### config.mk
export PLATFORM = sky130hd
export DESIGN_NAME = fssr_top
export DESIGN_NICKNAME = d
export VERILOG_FILES = /design/src/fssr_pkg.sv /design/src/fssr_oneshot.sv /design/src/fssr_fifo.sv /design/src/fssr_top.sv
export SDC_FILE = /design/constraint.sdc
export NUM_CORES = 1
export LEC_CHECK = 0
export BUFFER_PORTS_ARGS = -buffer_cell sky130_fd_sc_hd__buf_2
export CAP_MARGIN = 20
export CORE_AREA = 5 5 125 127
export CTS_BUF_LIST = sky130_fd_sc_hd__clkbuf_8 sky130_fd_sc_hd__clkbuf_16
export DETAILED_ROUTE_END_ITERATION = 10
export DIE_AREA = 0 0 130 132
export HOLD_SLACK_MARGIN = 0.12
export PLACE_DENSITY_LB_ADDON = 0.1
export SLEW_MARGIN = 10
export SYNTH_ARGS = -nofsm -noshare
export SYNTH_HDL_FRONTEND = slang
export SYNTH_HIERARCHICAL = 1
export SYNTH_SLANG_ARGS = --single-unit
### constraint.sdc
create_clock -name I_CLK -period 3.4 [get_ports I_CLK]
set_input_delay 0.51 -clock I_CLK [delete_from_list [all_inputs] [get_ports I_CLK]]
set_output_delay 0.51 -clock I_CLK [all_outputs]
set_load 0.05 [all_outputs]
### src/fssr_pkg.sv
// constants shared by the four-stage shift register block
package fssr_pkg;
	// geometry
	localparam int STAGES = 4;
	localparam int FIFO_DEPTH = 4;
	localparam int ADDR_W = 8;
	localparam int DATA_W = 32;
	// register byte offsets
	localparam logic [7:0] OFS_CTRL = 8'h00;
	localparam logic [7:0] OFS_STATUS = 8'h04;
	localparam logic [7:0] OFS_FLASH_ON = 8'h08;
	localparam logic [7:0] OFS_FLASH_OFF = 8'h0C;
	// control field positions
	localparam int CTRL_RUN_BIT = 0;
	localparam int CTRL_CLR_BIT = 1;
	// status field positions
	localparam int STAT_STAGE_LSB = 0;
	localparam int STAT_SEED_BIT = 4;
	localparam int STAT_PEND_BIT = 5;
	// values after reset
	localparam logic [3:0] STAGE_RST = 4'h0;
	localparam logic CTRL_RUN_RST = 1'b0;
	// timing: clock rate and flasher half periods
	localparam int CLK_KHZ = 200_000;
	localparam int FLASH_ON_MS = 500;
	localparam int FLASH_OFF_MS = 500;
	localparam logic [31:0] FLASH_ON_CYC = 32'(FLASH_ON_MS * CLK_KHZ);
	localparam logic [31:0] FLASH_OFF_CYC = 32'(FLASH_OFF_MS * CLK_KHZ);
endpackage

### src/fssr_oneshot.sv
// rising-edge one-shot with a registered history of its input
`timescale 1ns/100ps
module fssr_oneshot (
	// clock and reset
	input wire logic i_clk,
	input wire logic i_rst,
	// level in, pulse out
	input wire logic i_level,
	output logic o_pulse
);
	logic edge_history_r;

	always_ff @(posedge i_clk) begin
		if (i_rst) begin
			edge_history_r <= 1'b0;
		end else begin
			edge_history_r <= i_level;
		end
	end

	// high only when the level is high now and was low one cycle before
	assign o_pulse = i_level & ~edge_history_r;
endmodule // fssr_oneshot

### src/fssr_fifo.sv
// small shift-style fifo with registered head word and valid
`timescale 1ns/100ps
module fssr_fifo #(
	parameter int WIDTH = 4,
	parameter int DEPTH = 4
) (
	// clock and reset
	input wire logic i_clk,
	input wire logic i_rst,
	// fill side
	input wire logic i_in_valid,
	output logic o_in_ready,
	input wire logic [WIDTH-1:0] i_in_data,
	// drain side
	output logic o_out_valid,
	input wire logic i_out_ready,
	output logic [WIDTH-1:0] o_out_data
);
	localparam int CW = $clog2(DEPTH + 1);
	logic [WIDTH-1:0] mem_r [DEPTH];
	logic [CW-1:0] count_r;
	logic push;
	logic pop;
	logic [CW-1:0] wpos;
	logic [CW-1:0] count_nxt;
	logic valid_r;

	assign o_in_ready = (count_r != CW'(DEPTH));
	// valid kept in its own flip-flop so the drain side sees a registered flag
	assign o_out_valid = valid_r;
	assign o_out_data = mem_r[0];
	assign push = i_in_valid & o_in_ready;
	assign pop = o_out_valid & i_out_ready;
	assign wpos = count_r - CW'(pop);
	assign count_nxt = count_r + CW'(push) - CW'(pop);

	always_ff @(posedge i_clk) begin
		if (i_rst) begin
			count_r <= '0;
			valid_r <= 1'b0;
		end else begin
			count_r <= count_nxt;
			valid_r <= (count_nxt != '0);
		end
	end

	// head moves down on a pop so the head word always sits in a register
	always_ff @(posedge i_clk) begin
		for (int i = 0; i < DEPTH; i++) begin
			if (push && wpos == CW'(i)) begin
				mem_r[i] <= i_in_data;
			end else if (pop && i < DEPTH - 1) begin
				mem_r[i] <= mem_r[i+1];
			end
		end
	end
endmodule // fssr_fifo

### src/fssr_top.sv
// four-stage shift register with running-light mode and apb registers
//
// Notes on behaviour
// - pulse input rising edge makes a shift strobe exactly one cycle long.
// - edge found against a registered copy; stages update the cycle after; a strobe that meets a full fifo shifts only once the fifo has room.
// - held pulse input gives no further strobe until it falls and rises.
// - on a strobe outside running-light mode the first stage takes the value input level.
// - on a strobe stages two to four take the old previous stage together.
// - data move first to second to third to fourth, one step per strobe; further strobes while one waits on a full fifo give no step.
// - between strobes every stage holds its value; a shift held back by a full fifo runs later, between strobes.
// - clear forces all stages to zero and beats a shift in that cycle.
// - each stage is output both true and complemented.
// - running light: four outputs, one on, first to fourth then wrapping.
// - running light pulses come from an internal flasher with set on/off times.
// - first stage seeded with one until it first sets; sticky flag stops seeding.
// - running light: fourth stage feeds the first stage.
// - strobe is input high now and low in the previous cycle.
//
// The register addresses and the APB register port were decided locally.
`timescale 1ns/100ps
module fssr_top #(
	parameter logic [31:0] FLASH_ON_DEF = fssr_pkg::FLASH_ON_CYC,
	parameter logic [31:0] FLASH_OFF_DEF = fssr_pkg::FLASH_OFF_CYC
) (
	// clock and reset
	input wire logic I_CLK,
	input wire logic I_SYS_RST,
	// field inputs, asynchronous to the clock
	input wire logic I_SHIFT_PULSE_IN,
	input wire logic I_VALUE_IN,
	input wire logic I_CLEAR_IN,
	// apb slave
	input wire logic I_PSEL,
	input wire logic I_PENABLE,
	input wire logic I_PWRITE,
	input wire logic [fssr_pkg::ADDR_W-1:0] I_PADDR,
	input wire logic [fssr_pkg::DATA_W-1:0] I_PWDATA,
	output logic [fssr_pkg::DATA_W-1:0] O_PRDATA,
	output logic O_PREADY,
	output logic O_PSLVERR,
	// stage outputs
	output logic [fssr_pkg::STAGES-1:0] O_STAGE,
	output logic [fssr_pkg::STAGES-1:0] O_STAGE_N,
	// snapshot stream after each shift
	output logic O_SNAP_VALID,
	input wire logic I_SNAP_READY,
	output logic [fssr_pkg::STAGES-1:0] O_SNAP_DATA
);
	import fssr_pkg::*;

	logic [1:0] pulse_sync_r;
	logic [1:0] value_sync_r;
	logic [1:0] clear_sync_r;
	logic run_mode_r;
	logic soft_clr_r;
	logic [31:0] flash_on_r;
	logic [31:0] flash_off_r;
	logic [31:0] flasher_timer_r;
	logic flash_r;
	logic pulse_src;
	logic shift_strobe;
	logic pending_r;
	logic shift_go;
	logic clear_any;
	logic seed_done_r;
	logic [STAGES-1:0] stage_r;
	logic [STAGES-1:0] stage_n_r;
	logic [STAGES-1:0] stage_nxt;
	logic fifo_in_ready;
	logic fifo_out_valid;
	logic [STAGES-1:0] fifo_out_data;
	logic snap_push_r;
	logic pready_r;
	logic pslverr_r;
	logic [DATA_W-1:0] prdata_r;
	logic apb_done;
	logic apb_wr;
	logic addr_ok;
	logic flash_end;

	// two flip-flops on each of the three field input pins before any logic; apb and snap_ready pins are used directly
	always_ff @(posedge I_CLK) begin
		if (I_SYS_RST) begin
			pulse_sync_r <= 2'h0;
			value_sync_r <= 2'h0;
			clear_sync_r <= 2'h0;
		end else begin
			pulse_sync_r <= {pulse_sync_r[0], I_SHIFT_PULSE_IN};
			value_sync_r <= {value_sync_r[0], I_VALUE_IN};
			clear_sync_r <= {clear_sync_r[0], I_CLEAR_IN};
		end
	end

	// apb: one wait state, writes land on the completing edge
	assign apb_done = I_PSEL & I_PENABLE & pready_r;
	assign apb_wr = apb_done & I_PWRITE & addr_ok;
	always_comb begin
		case (I_PADDR)
			OFS_CTRL, OFS_STATUS, OFS_FLASH_ON, OFS_FLASH_OFF: addr_ok = 1'b1;
			default: addr_ok = 1'b0;
		endcase
	end

	always_ff @(posedge I_CLK) begin
		if (I_SYS_RST) begin
			pready_r <= 1'b0;
			pslverr_r <= 1'b0;
		end else begin
			pready_r <= I_PSEL & I_PENABLE & ~pready_r;
			pslverr_r <= I_PSEL & I_PENABLE & ~pready_r & ~addr_ok;
		end
	end

	always_ff @(posedge I_CLK) begin
		if (I_SYS_RST) begin
			prdata_r <= 32'h0000_0000;
		end else if (I_PSEL && !I_PENABLE && !I_PWRITE) begin
			case (I_PADDR)
				OFS_CTRL: prdata_r <= 32'(run_mode_r);
				OFS_STATUS: prdata_r <= 32'({pending_r, seed_done_r, stage_r});
				OFS_FLASH_ON: prdata_r <= flash_on_r;
				OFS_FLASH_OFF: prdata_r <= flash_off_r;
				default: prdata_r <= 32'h0000_0000;
			endcase
		end
	end

	// control registers; clear bit is a one-cycle pulse, reads back as zero
	always_ff @(posedge I_CLK) begin
		if (I_SYS_RST) begin
			run_mode_r <= CTRL_RUN_RST;
			soft_clr_r <= 1'b0;
			flash_on_r <= FLASH_ON_DEF;
			flash_off_r <= FLASH_OFF_DEF;
		end else begin
			soft_clr_r <= apb_wr && I_PADDR == OFS_CTRL && I_PWDATA[CTRL_CLR_BIT];
			if (apb_wr && I_PADDR == OFS_CTRL) begin
				run_mode_r <= I_PWDATA[CTRL_RUN_BIT];
			end
			if (apb_wr && I_PADDR == OFS_FLASH_ON) begin
				flash_on_r <= I_PWDATA;
			end
			if (apb_wr && I_PADDR == OFS_FLASH_OFF) begin
				flash_off_r <= I_PWDATA;
			end
		end
	end

	// flasher: high for the on count, low for the off count; idle outside run mode
	assign flash_end = flasher_timer_r + 32'h0000_0001 >= (flash_r ? flash_on_r : flash_off_r);
	always_ff @(posedge I_CLK) begin
		if (I_SYS_RST || !run_mode_r) begin
			flasher_timer_r <= 32'h0000_0000;
			flash_r <= 1'b0;
		end else if (flash_end) begin
			flasher_timer_r <= 32'h0000_0000;
			flash_r <= ~flash_r;
		end else begin
			flasher_timer_r <= flasher_timer_r + 32'h0000_0001;
		end
	end

	// same edge logic serves the pin and the flasher
	assign pulse_src = run_mode_r ? flash_r : pulse_sync_r[1];

	fssr_oneshot u_oneshot (
		.i_clk(I_CLK),
		.i_rst(I_SYS_RST),
		.i_level(pulse_src),
		.o_pulse(shift_strobe)
	);

	assign clear_any = clear_sync_r[1] | soft_clr_r;
	// one strobe that meets a full fifo waits here; further strobes while it waits add no extra shift
	assign shift_go = (shift_strobe | pending_r) & fifo_in_ready;

	always_ff @(posedge I_CLK) begin
		if (I_SYS_RST || clear_any) begin
			pending_r <= 1'b0;
		end else begin
			pending_r <= (shift_strobe | pending_r) & ~fifo_in_ready;
		end
	end

	// next stage contents
	always_comb begin
		stage_nxt = stage_r;
		if (clear_any) begin
			stage_nxt = STAGE_RST;
		end else if (shift_go) begin
			stage_nxt[STAGES-1:1] = stage_r[STAGES-2:0];
			if (run_mode_r) begin
				stage_nxt[0] = stage_r[STAGES-1] | ~seed_done_r;
			end else begin
				stage_nxt[0] = value_sync_r[1];
			end
		end
	end

	// complement kept in its own flip-flops so both outputs are registered
	always_ff @(posedge I_CLK) begin
		if (I_SYS_RST) begin
			stage_r <= STAGE_RST;
			stage_n_r <= ~STAGE_RST;
		end else begin
			stage_r <= stage_nxt;
			stage_n_r <= ~stage_nxt;
		end
	end

	// seed flag: sticky once the first stage has been set
	always_ff @(posedge I_CLK) begin
		if (I_SYS_RST || clear_any) begin
			seed_done_r <= 1'b0;
		end else if (stage_r[0]) begin
			seed_done_r <= 1'b1;
		end
	end

	always_ff @(posedge I_CLK) begin
		if (I_SYS_RST) begin
			snap_push_r <= 1'b0;
		end else begin
			snap_push_r <= shift_go & ~clear_any;
		end
	end

	fssr_fifo #(
		.WIDTH(STAGES),
		.DEPTH(FIFO_DEPTH)
	) u_fifo (
		.i_clk(I_CLK),
		.i_rst(I_SYS_RST),
		.i_in_valid(snap_push_r),
		.o_in_ready(fifo_in_ready),
		.i_in_data(stage_r),
		.o_out_valid(fifo_out_valid),
		.i_out_ready(I_SNAP_READY),
		.o_out_data(fifo_out_data)
	);

	assign O_PRDATA = prdata_r;
	assign O_PREADY = pready_r;
	assign O_PSLVERR = pslverr_r;
	assign O_STAGE = stage_r;
	assign O_STAGE_N = stage_n_r;
	assign O_SNAP_VALID = fifo_out_valid;
	assign O_SNAP_DATA = fifo_out_data;
endmodule // fssr_top

**Yosys cells after proc, flatten, opt, wreduce, memory -nomap -nowiden**

Memory sizes are Yosys's and may differ from the RTL's.
Index checks and enable logic that the tools add are counted.

- Logic and storage cells: 108
- Bits in read-only memories: 0
- Bits of input ports: 49
- Bits in latches: 0
- Memory bits (writable): 16
- Memories: 1
- Output and inout bits: 47
- Bits in registers: 155

Memory list:

| memory | words | width | rd ports | clocked after memory_dff | wr ports | RTL line | source |
|---|---|---|---|---|---|---|---|
| u_fifo.mem_r | 4 | 4 | 4 | 0 | 3 | fssr_fifo.sv:20 | `logic [WIDTH-1:0] mem_r [DEPTH];` |

- Equal/unequal tests: 7
- Order comparisons: 1
- Div/mod/pow operators: 0
- Multipliers: 0
- Reductions and logical operators: 21
- Muxes and demuxes: 28
- Shift operators: 0
- $add $sub $neg: 4
- Bitwise gates (word level): 26

Operators by type and width:

| operator | number |
|---|---|
| case mux 32 bit (4 select lines) | 1 |
| adder 32 x 1 -> 32 bit (second input constant) | 1 |
| >= comparator 32 bit | 1 |
| 2-to-1 mux 32 bit | 1 |
| 2-to-1 mux 4 bit | 6 |
| 2-to-1 mux 1 bit | 19 |
| equality test 8 x 4 -> 1 bit (second input constant) | 2 |
| bitwise AND 1 bit | 12 |
| logical AND 1 bit | 10 |
| equality test 8 x 3 -> 1 bit (second input constant) | 1 |
| logical NOT 8 bit | 1 |
| OR reduction 4 bit | 2 |
| NOT 1 bit | 7 |
| equality test 3 x 2 -> 1 bit (second input constant) | 2 |
| bitwise OR 1 bit | 6 |
| subtractor 3 x 1 -> 3 bit | 2 |
| NOT 4 bit | 1 |
| adder 3 x 1 -> 3 bit | 1 |
| equality test 3 x 1 -> 1 bit (second input constant) | 1 |
| logical NOT 1 bit | 3 |
| logical NOT 3 bit | 1 |
| inequality test 3 bit (second input constant) | 1 |
| nonzero test 3 bit | 1 |
| logical OR 1 bit | 2 |
| 2 further kinds | 2 |

**Longest topological paths before layout**

- Depth after elaboration: 8
- Gate-level depth with buffers: 14

**Hierarchy**

Netlist, hierarchy kept.

By module, submodules not included:

| module | times used | seq. area each (um2) | area an instance (um2) | cells an instance |
|---|---|---|---|---|
| fssr_top | 1 | 3002.9 | 6897.9 | 774 |
| fssr_fifo | 1 | 560.5 | 1132.3 | 101 |
| fssr_oneshot | 1 | 20.0 | 47.5 | 3 |

**Worst setup path before layout**

No wires, ideal clock.

- Path kind: reg-to-reg
- From: register flasher_timer_r[0]
- To: register flasher_timer_r[10]
- Buffers on the path: 1
- Slack: 0.318 ns
- Data required time: 3.334 ns
- Library setup time: 0.066 ns
- Cell stages (with the launch flop): 15
- Arrival: 3.016 ns
- Cells stage by stage: dfxtp_1 > ha_1 > nand4_1 > nor4_2 > and3_1 > nand2_1 > xnor2_1 > ha_1 > a21oi_1 > nand2_1 > a221oi_1 > o211a_1 > nand3_1 > clkbuf_1 > nor2b_1

- Cells in the longest elaborated chain, start to end: 3

Ends and longest elaborated chain:

| item | RTL line | source |
|---|---|---|
| from (decl) | fssr_top.sv:58 | `logic [31:0] flasher_timer_r;` |
| from (signal assigned) | fssr_top.sv:159 | `flasher_timer_r <= flasher_timer_r + 32'h0000_0001;` |
| adder 32 x 1 -> 32 bit (*) | fssr_top.sv:150, fssr_top.sv:159 |  |
| >= comparator 32 bit | fssr_top.sv:150 | `assign flash_end = flasher_timer_r + 32'h0000_0001 >= (flash_r ? flash_on_r : flash_off_r);` |
| OR reduction 2 bit (no line) | n/a |  |

Every way passes the cells marked *; elsewhere a longest branch is shown, timed or not.
A chain may end at the register's enable or synchronous reset.

**Worst setup path after layout**

- From: register flasher_timer_r[5]
- To: register flasher_timer_r[15]

The elaborated chain is that of the path after synthesis.

==> out/results.md <==
| Parameter | Reported |
|:---|:---|
| Outcome | finished, final reports clean |
| R2R setup slack | 0.20 ns |
| Total GRT Usage | 24.2% |
| Leakage Power | 0.00386 uW |
| Count of final hold-check violations | 0 |
| Area of all sequential standard cells | 0.00359 sq mm |
| Post-synth cell types | 58 |
| End point of the critical path | flasher_timer_r[15] |
| Worst slack after detailed placement | 0.145 ns |
| Fraction of final layout cells sized beyond drive strength 1 | 18.3% |
| Core Util, Final | 65.6% |
| Area taken by multi-input logic gates | 0.00419 sq mm |
| Dominant cell type by area after synthesis | sky130_fd_sc_hd__dfxtp_1 |
| Post-DR wirelength/cell | 17.9 um |
| Max capacitance violation total | 0 |
| DRC | 0 |
| Synthesized area divided by synthesized cell count | 9.20 sq um |
| Arrival time of data at the critical path endpoint | 3.56 ns |
| DRC marker count from the first detailed-route iteration | 537 |
| GP Congestion | 0.932 |
| Library cell appearing most often on the critical path | sky130_fd_sc_hd__buf_4 |
| Clock buffer count from CTS | 17 |
| TritonCTS clock tree | built |
| Number of flip-flops and latches in the synthesized netlist | 171 |
| Count of mapped cells out of synthesis | 878 |
| Number of hold-repair buffers added at the cts stage | 0 |
| Slew @ Worst Pin | 0.658 ns |
| Post-DP Area | 0.00870 sq mm |
| Initial cell density of the core | 56.4% |
| Worst min path class | in -> reg |
| Pwr/cell area | 505 mW/mm^2 |
| Required time of the worst setup path | 3.76 ns |
| Die width | 130 um |
| Via total after detailed routing | 6733 |
| Peak VDD IR | 335 uV |
| Root buffer selected by CTS | sky130_fd_sc_hd__clkbuf_16 |
| Number of inserted diodes | 0 |
| Row cnt | 44 |
| Wire length reported by the detailed router | 20700 um |
| Most used standard cell by instance count after synthesis | sky130_fd_sc_hd__nand2_1 |
| Worst Setup Start Kind | flop |
| Peak Freq | 0.312 GHz |
| Total negative slack for setup checks | 0 ns |
| Post-Syn Area | 0.00808 sq mm |
| Overall die height | 132 um |
| Normalized max-slew margin | 56.1% |
| Finished Cell Area | 0.00940 sq mm |
| Reg2Reg Capture Point | flasher_timer_r[15] |
| Detailed Place HPWL | 14500 um |
| Final Max Slew Viols | 0 |
| Fill count | 1195 |
| Leading cell types by total area after synthesis | sky130_fd_sc_hd__dfxtp_1 38%, sky130_fd_sc_hd__nand2_1 8.1%, sky130_fd_sc_hd__edfxtp_1 5.9% |
| Final layout net count | 1047 |
| Final worst-path setup slack | 0.199 ns |
| Max clock buf depth | 2 |
| Post-synth top area share | 38.4% |
| Slowest CP cell | sky130_fd_sc_hd__dfxtp_1 |
| Vias in the first global route | 6644 |
| Critical Path, Cell by Cell | nand2_1 > nor3_1 > buf_4 > nand4_1 > buf_4 > nor2_1 > xor2_1 > ha_1 > a21o_1 > a21o_1 > a21oi_1 > o211a_1 > nand3_1 > buf_4 > nor2b_1 |
| Top-Level Pins | 96 |
| Cell count of the worst reg-to-reg path | 15 |
| GR Overflow Total | 0 |
| Number of sinks on the clock net | 171 |
| Final cycle utilization of the critical path | 94.1% |
| Post-synthesis to final-layout area growth | 16.3% |
| Synth warnings | 6 |
| Routed via count divided by cell count | 5.82 |
| Worst Skew | 0.00639 ns |
| Initial antenna violation count | 1 |
| Maximum fanout encountered on the critical timing path | 12 |
| Highest cell delay on the worst timing path | 0.37 ns |
| Time the worst path needs with I/O delays and setup | 3.20 ns |
| Setup violation total in the final timing report | 0 |
| Core Region | 0.0143 sq mm |
| Post-synth EDFFs | 16 |
| Clock latency at the later pin of the worst-skew pair | 0.43 ns |
| Most used standard cells in the synthesized netlist | 174 x sky130_fd_sc_hd__nand2_1, 155 x sky130_fd_sc_hd__dfxtp_1, 51 x sky130_fd_sc_hd__a21oi_1 |
| Global-route wire length before repair | 33000 um |
| First drt pass iteration count | 5 |
| Post-synth ARST share | 0% |
| Setup crit start | flasher_timer_r[5] |
| Type of the setup path with the least slack | reg -> reg |
| Critical path endpoint category | flop |
| Most used DFF post-synth | sky130_fd_sc_hd__dfxtp_1 |
| Nets in the synthesized netlist | 965 |
| Worst R2R Start | flasher_timer_r[5] |
| Post-synthesis sequential area ratio | 44.4% |
| H-tree lvl count | 4 |
| Remaining antenna violation count | 0 |
| Number of buffers inserted by port buffering | 95 |
| Maximum number of pins on one net before global-route repair | 73 |
| Clock transition at the registers of the reported paths | 0.06 ns |
| Die Area | 0.0172 sq mm |
-- logic make-up after synthesis --
group                      synth area share [%]
and+or+nand+nor                            22.1
DFF                                        44.4
AOI/OAI and AO/OA                          14.5
buffers and inverters                      3.98
muxes                                      5.59
adders and majority gates                  5.98
xor gates and xnor gates                   3.47
-- what timing repair did --
item                                    in CTS  in global routing
hold endpoints to repair                     0                  0
endpoints found under the setup margin       0                 33
gates resized for setup                      0                  5
buffers inserted                             0                  1
-- power breakdown --
part	internal (uW)	switching [uW]	total (uW)
clock network	1380	791	2170
registers	2100	30.7	2130
logic	140	301	441
-- worst min path at each step --
stage / start / end / slack, ns / cells after the start
floorplan: clear_sync_r[0] / clear_sync_r[1] / 0.41 / 1
global placement: O_PREADY / O_PREADY / 0.43 / 1
detailed placement: value_sync_r[0] / value_sync_r[1] / 0.43 / 1
CTS: I_PWDATA[13] / flash_on_r[13] / 0.29 / 3
global route: I_PWDATA[15] / flash_off_r[15] / 0.30 / 3
finish: I_PWDATA[15] / flash_on_r[15] / 0.30 / 3
-- per-layer routing --
| layer | share of wire [%] | vias to the layer above | track usage (%) |
|---|---|---|---|
| li1 | - | 3234 | - |
| met4 | 2.8 | 2 | 9.06 |
| met3 | 6.1 | 52 | 5.59 |
| met2 | 50 | 211 | 42.1 |
| met5 | 0.063 | - | 0 |
| met1 | 41 | 3234 | 28.7 |
-- sequential cells by signal, summed over array words and instances (netlist names) --
register	cells
O_PRDATA	32
flash_off_r	32
flash_on_r	32
flasher_timer_r	32
u_fifo/mem_r	16
O_STAGE	4
O_STAGE_N	4
u_fifo/count_r	3
clear_sync_r	2
pulse_sync_r	2
value_sync_r	2
O_PREADY	1
O_PSLVERR	1
flash_r	1
pending_r	1
run_mode_r	1
seed_done_r	1
snap_push_r	1
soft_clr_r	1
u_fifo/o_out_valid	1
u_oneshot/edge_history_r	1
-- worst max-delay path: cells and delay by family, from the launching register on --
| kind | cells | cell delay [ns] |
|---|---|---|
| adder cells (fa/ha/maj) | 1 | 0.28 |
| XOR/XNOR | 1 | 0.20 |
| flip-flops | 1 | 0.37 |
| buffers and inverters | 3 | 0.56 |
| AO/OA/AOI/OAI | 4 | 0.81 |
| AND/OR/NAND/NOR | 6 | 0.91 |
-- layout by cell type (no fill, tap or decap), types with 3 or more instances in the layout --
master / count
sky130_fd_sc_hd__buf_2: 94
sky130_fd_sc_hd__dfxtp_1: 153
sky130_fd_sc_hd__mux2i_1: 35
sky130_fd_sc_hd__a21oi_2: 3
sky130_fd_sc_hd__a21o_1: 3
sky130_fd_sc_hd__and4_1: 4
sky130_fd_sc_hd__nor2_2: 3
sky130_fd_sc_hd__inv_1: 16
sky130_fd_sc_hd__edfxtp_1: 16
sky130_fd_sc_hd__bufinv_16: 5
sky130_fd_sc_hd__a21oi_1: 50
sky130_fd_sc_hd__buf_4: 20
sky130_fd_sc_hd__or2_1: 3
sky130_fd_sc_hd__clkbuf_8: 4
sky130_fd_sc_hd__a22o_1: 31
sky130_fd_sc_hd__nand3_1: 11
sky130_fd_sc_hd__nand2b_1: 4
sky130_fd_sc_hd__xor2_1: 12
sky130_fd_sc_hd__o211a_4: 4
sky130_fd_sc_hd__o211ai_1: 12
sky130_fd_sc_hd__nor2b_1: 41
sky130_fd_sc_hd__nand2_1: 174
sky130_fd_sc_hd__nor3_1: 8
sky130_fd_sc_hd__a22oi_1: 32
sky130_fd_sc_hd__clkbuf_16: 17
sky130_fd_sc_hd__mux2_2: 7
sky130_fd_sc_hd__and2_1: 7
sky130_fd_sc_hd__nor2_1: 48
sky130_fd_sc_hd__nand4_1: 12
sky130_fd_sc_hd__xnor2_1: 20
sky130_fd_sc_hd__nand3b_1: 24
sky130_fd_sc_hd__o2111ai_1: 9
sky130_fd_sc_hd__and3_1: 8
sky130_fd_sc_hd__ha_1: 37
sky130_fd_sc_hd__o21ai_0: 7
-- cell type report --
| cell class | count | share of cell area (%) |
|---|---|---|
| multi-input combinational | 639 | 44.6 |
| sequential | 171 | 38.2 |
| timing repair buffer | 116 | 7.03 |
| clock buffer | 21 | 5.11 |
| tap | 184 | 2.45 |
| clock inverter | 11 | 2.01 |
| inverter | 15 | 0.599 |
-- stage by stage --
stage,power [uW],std cells,hold WS (ns)
CTS,4760,1156,0.294
floorplan,2500,878,0.414
global route,4910,1157,0.305
global placement,2590,1124,0.433
detailed placement,2610,1124,0.434
finish,4740,1157,0.302
Power figures use the tool's default switching activity.
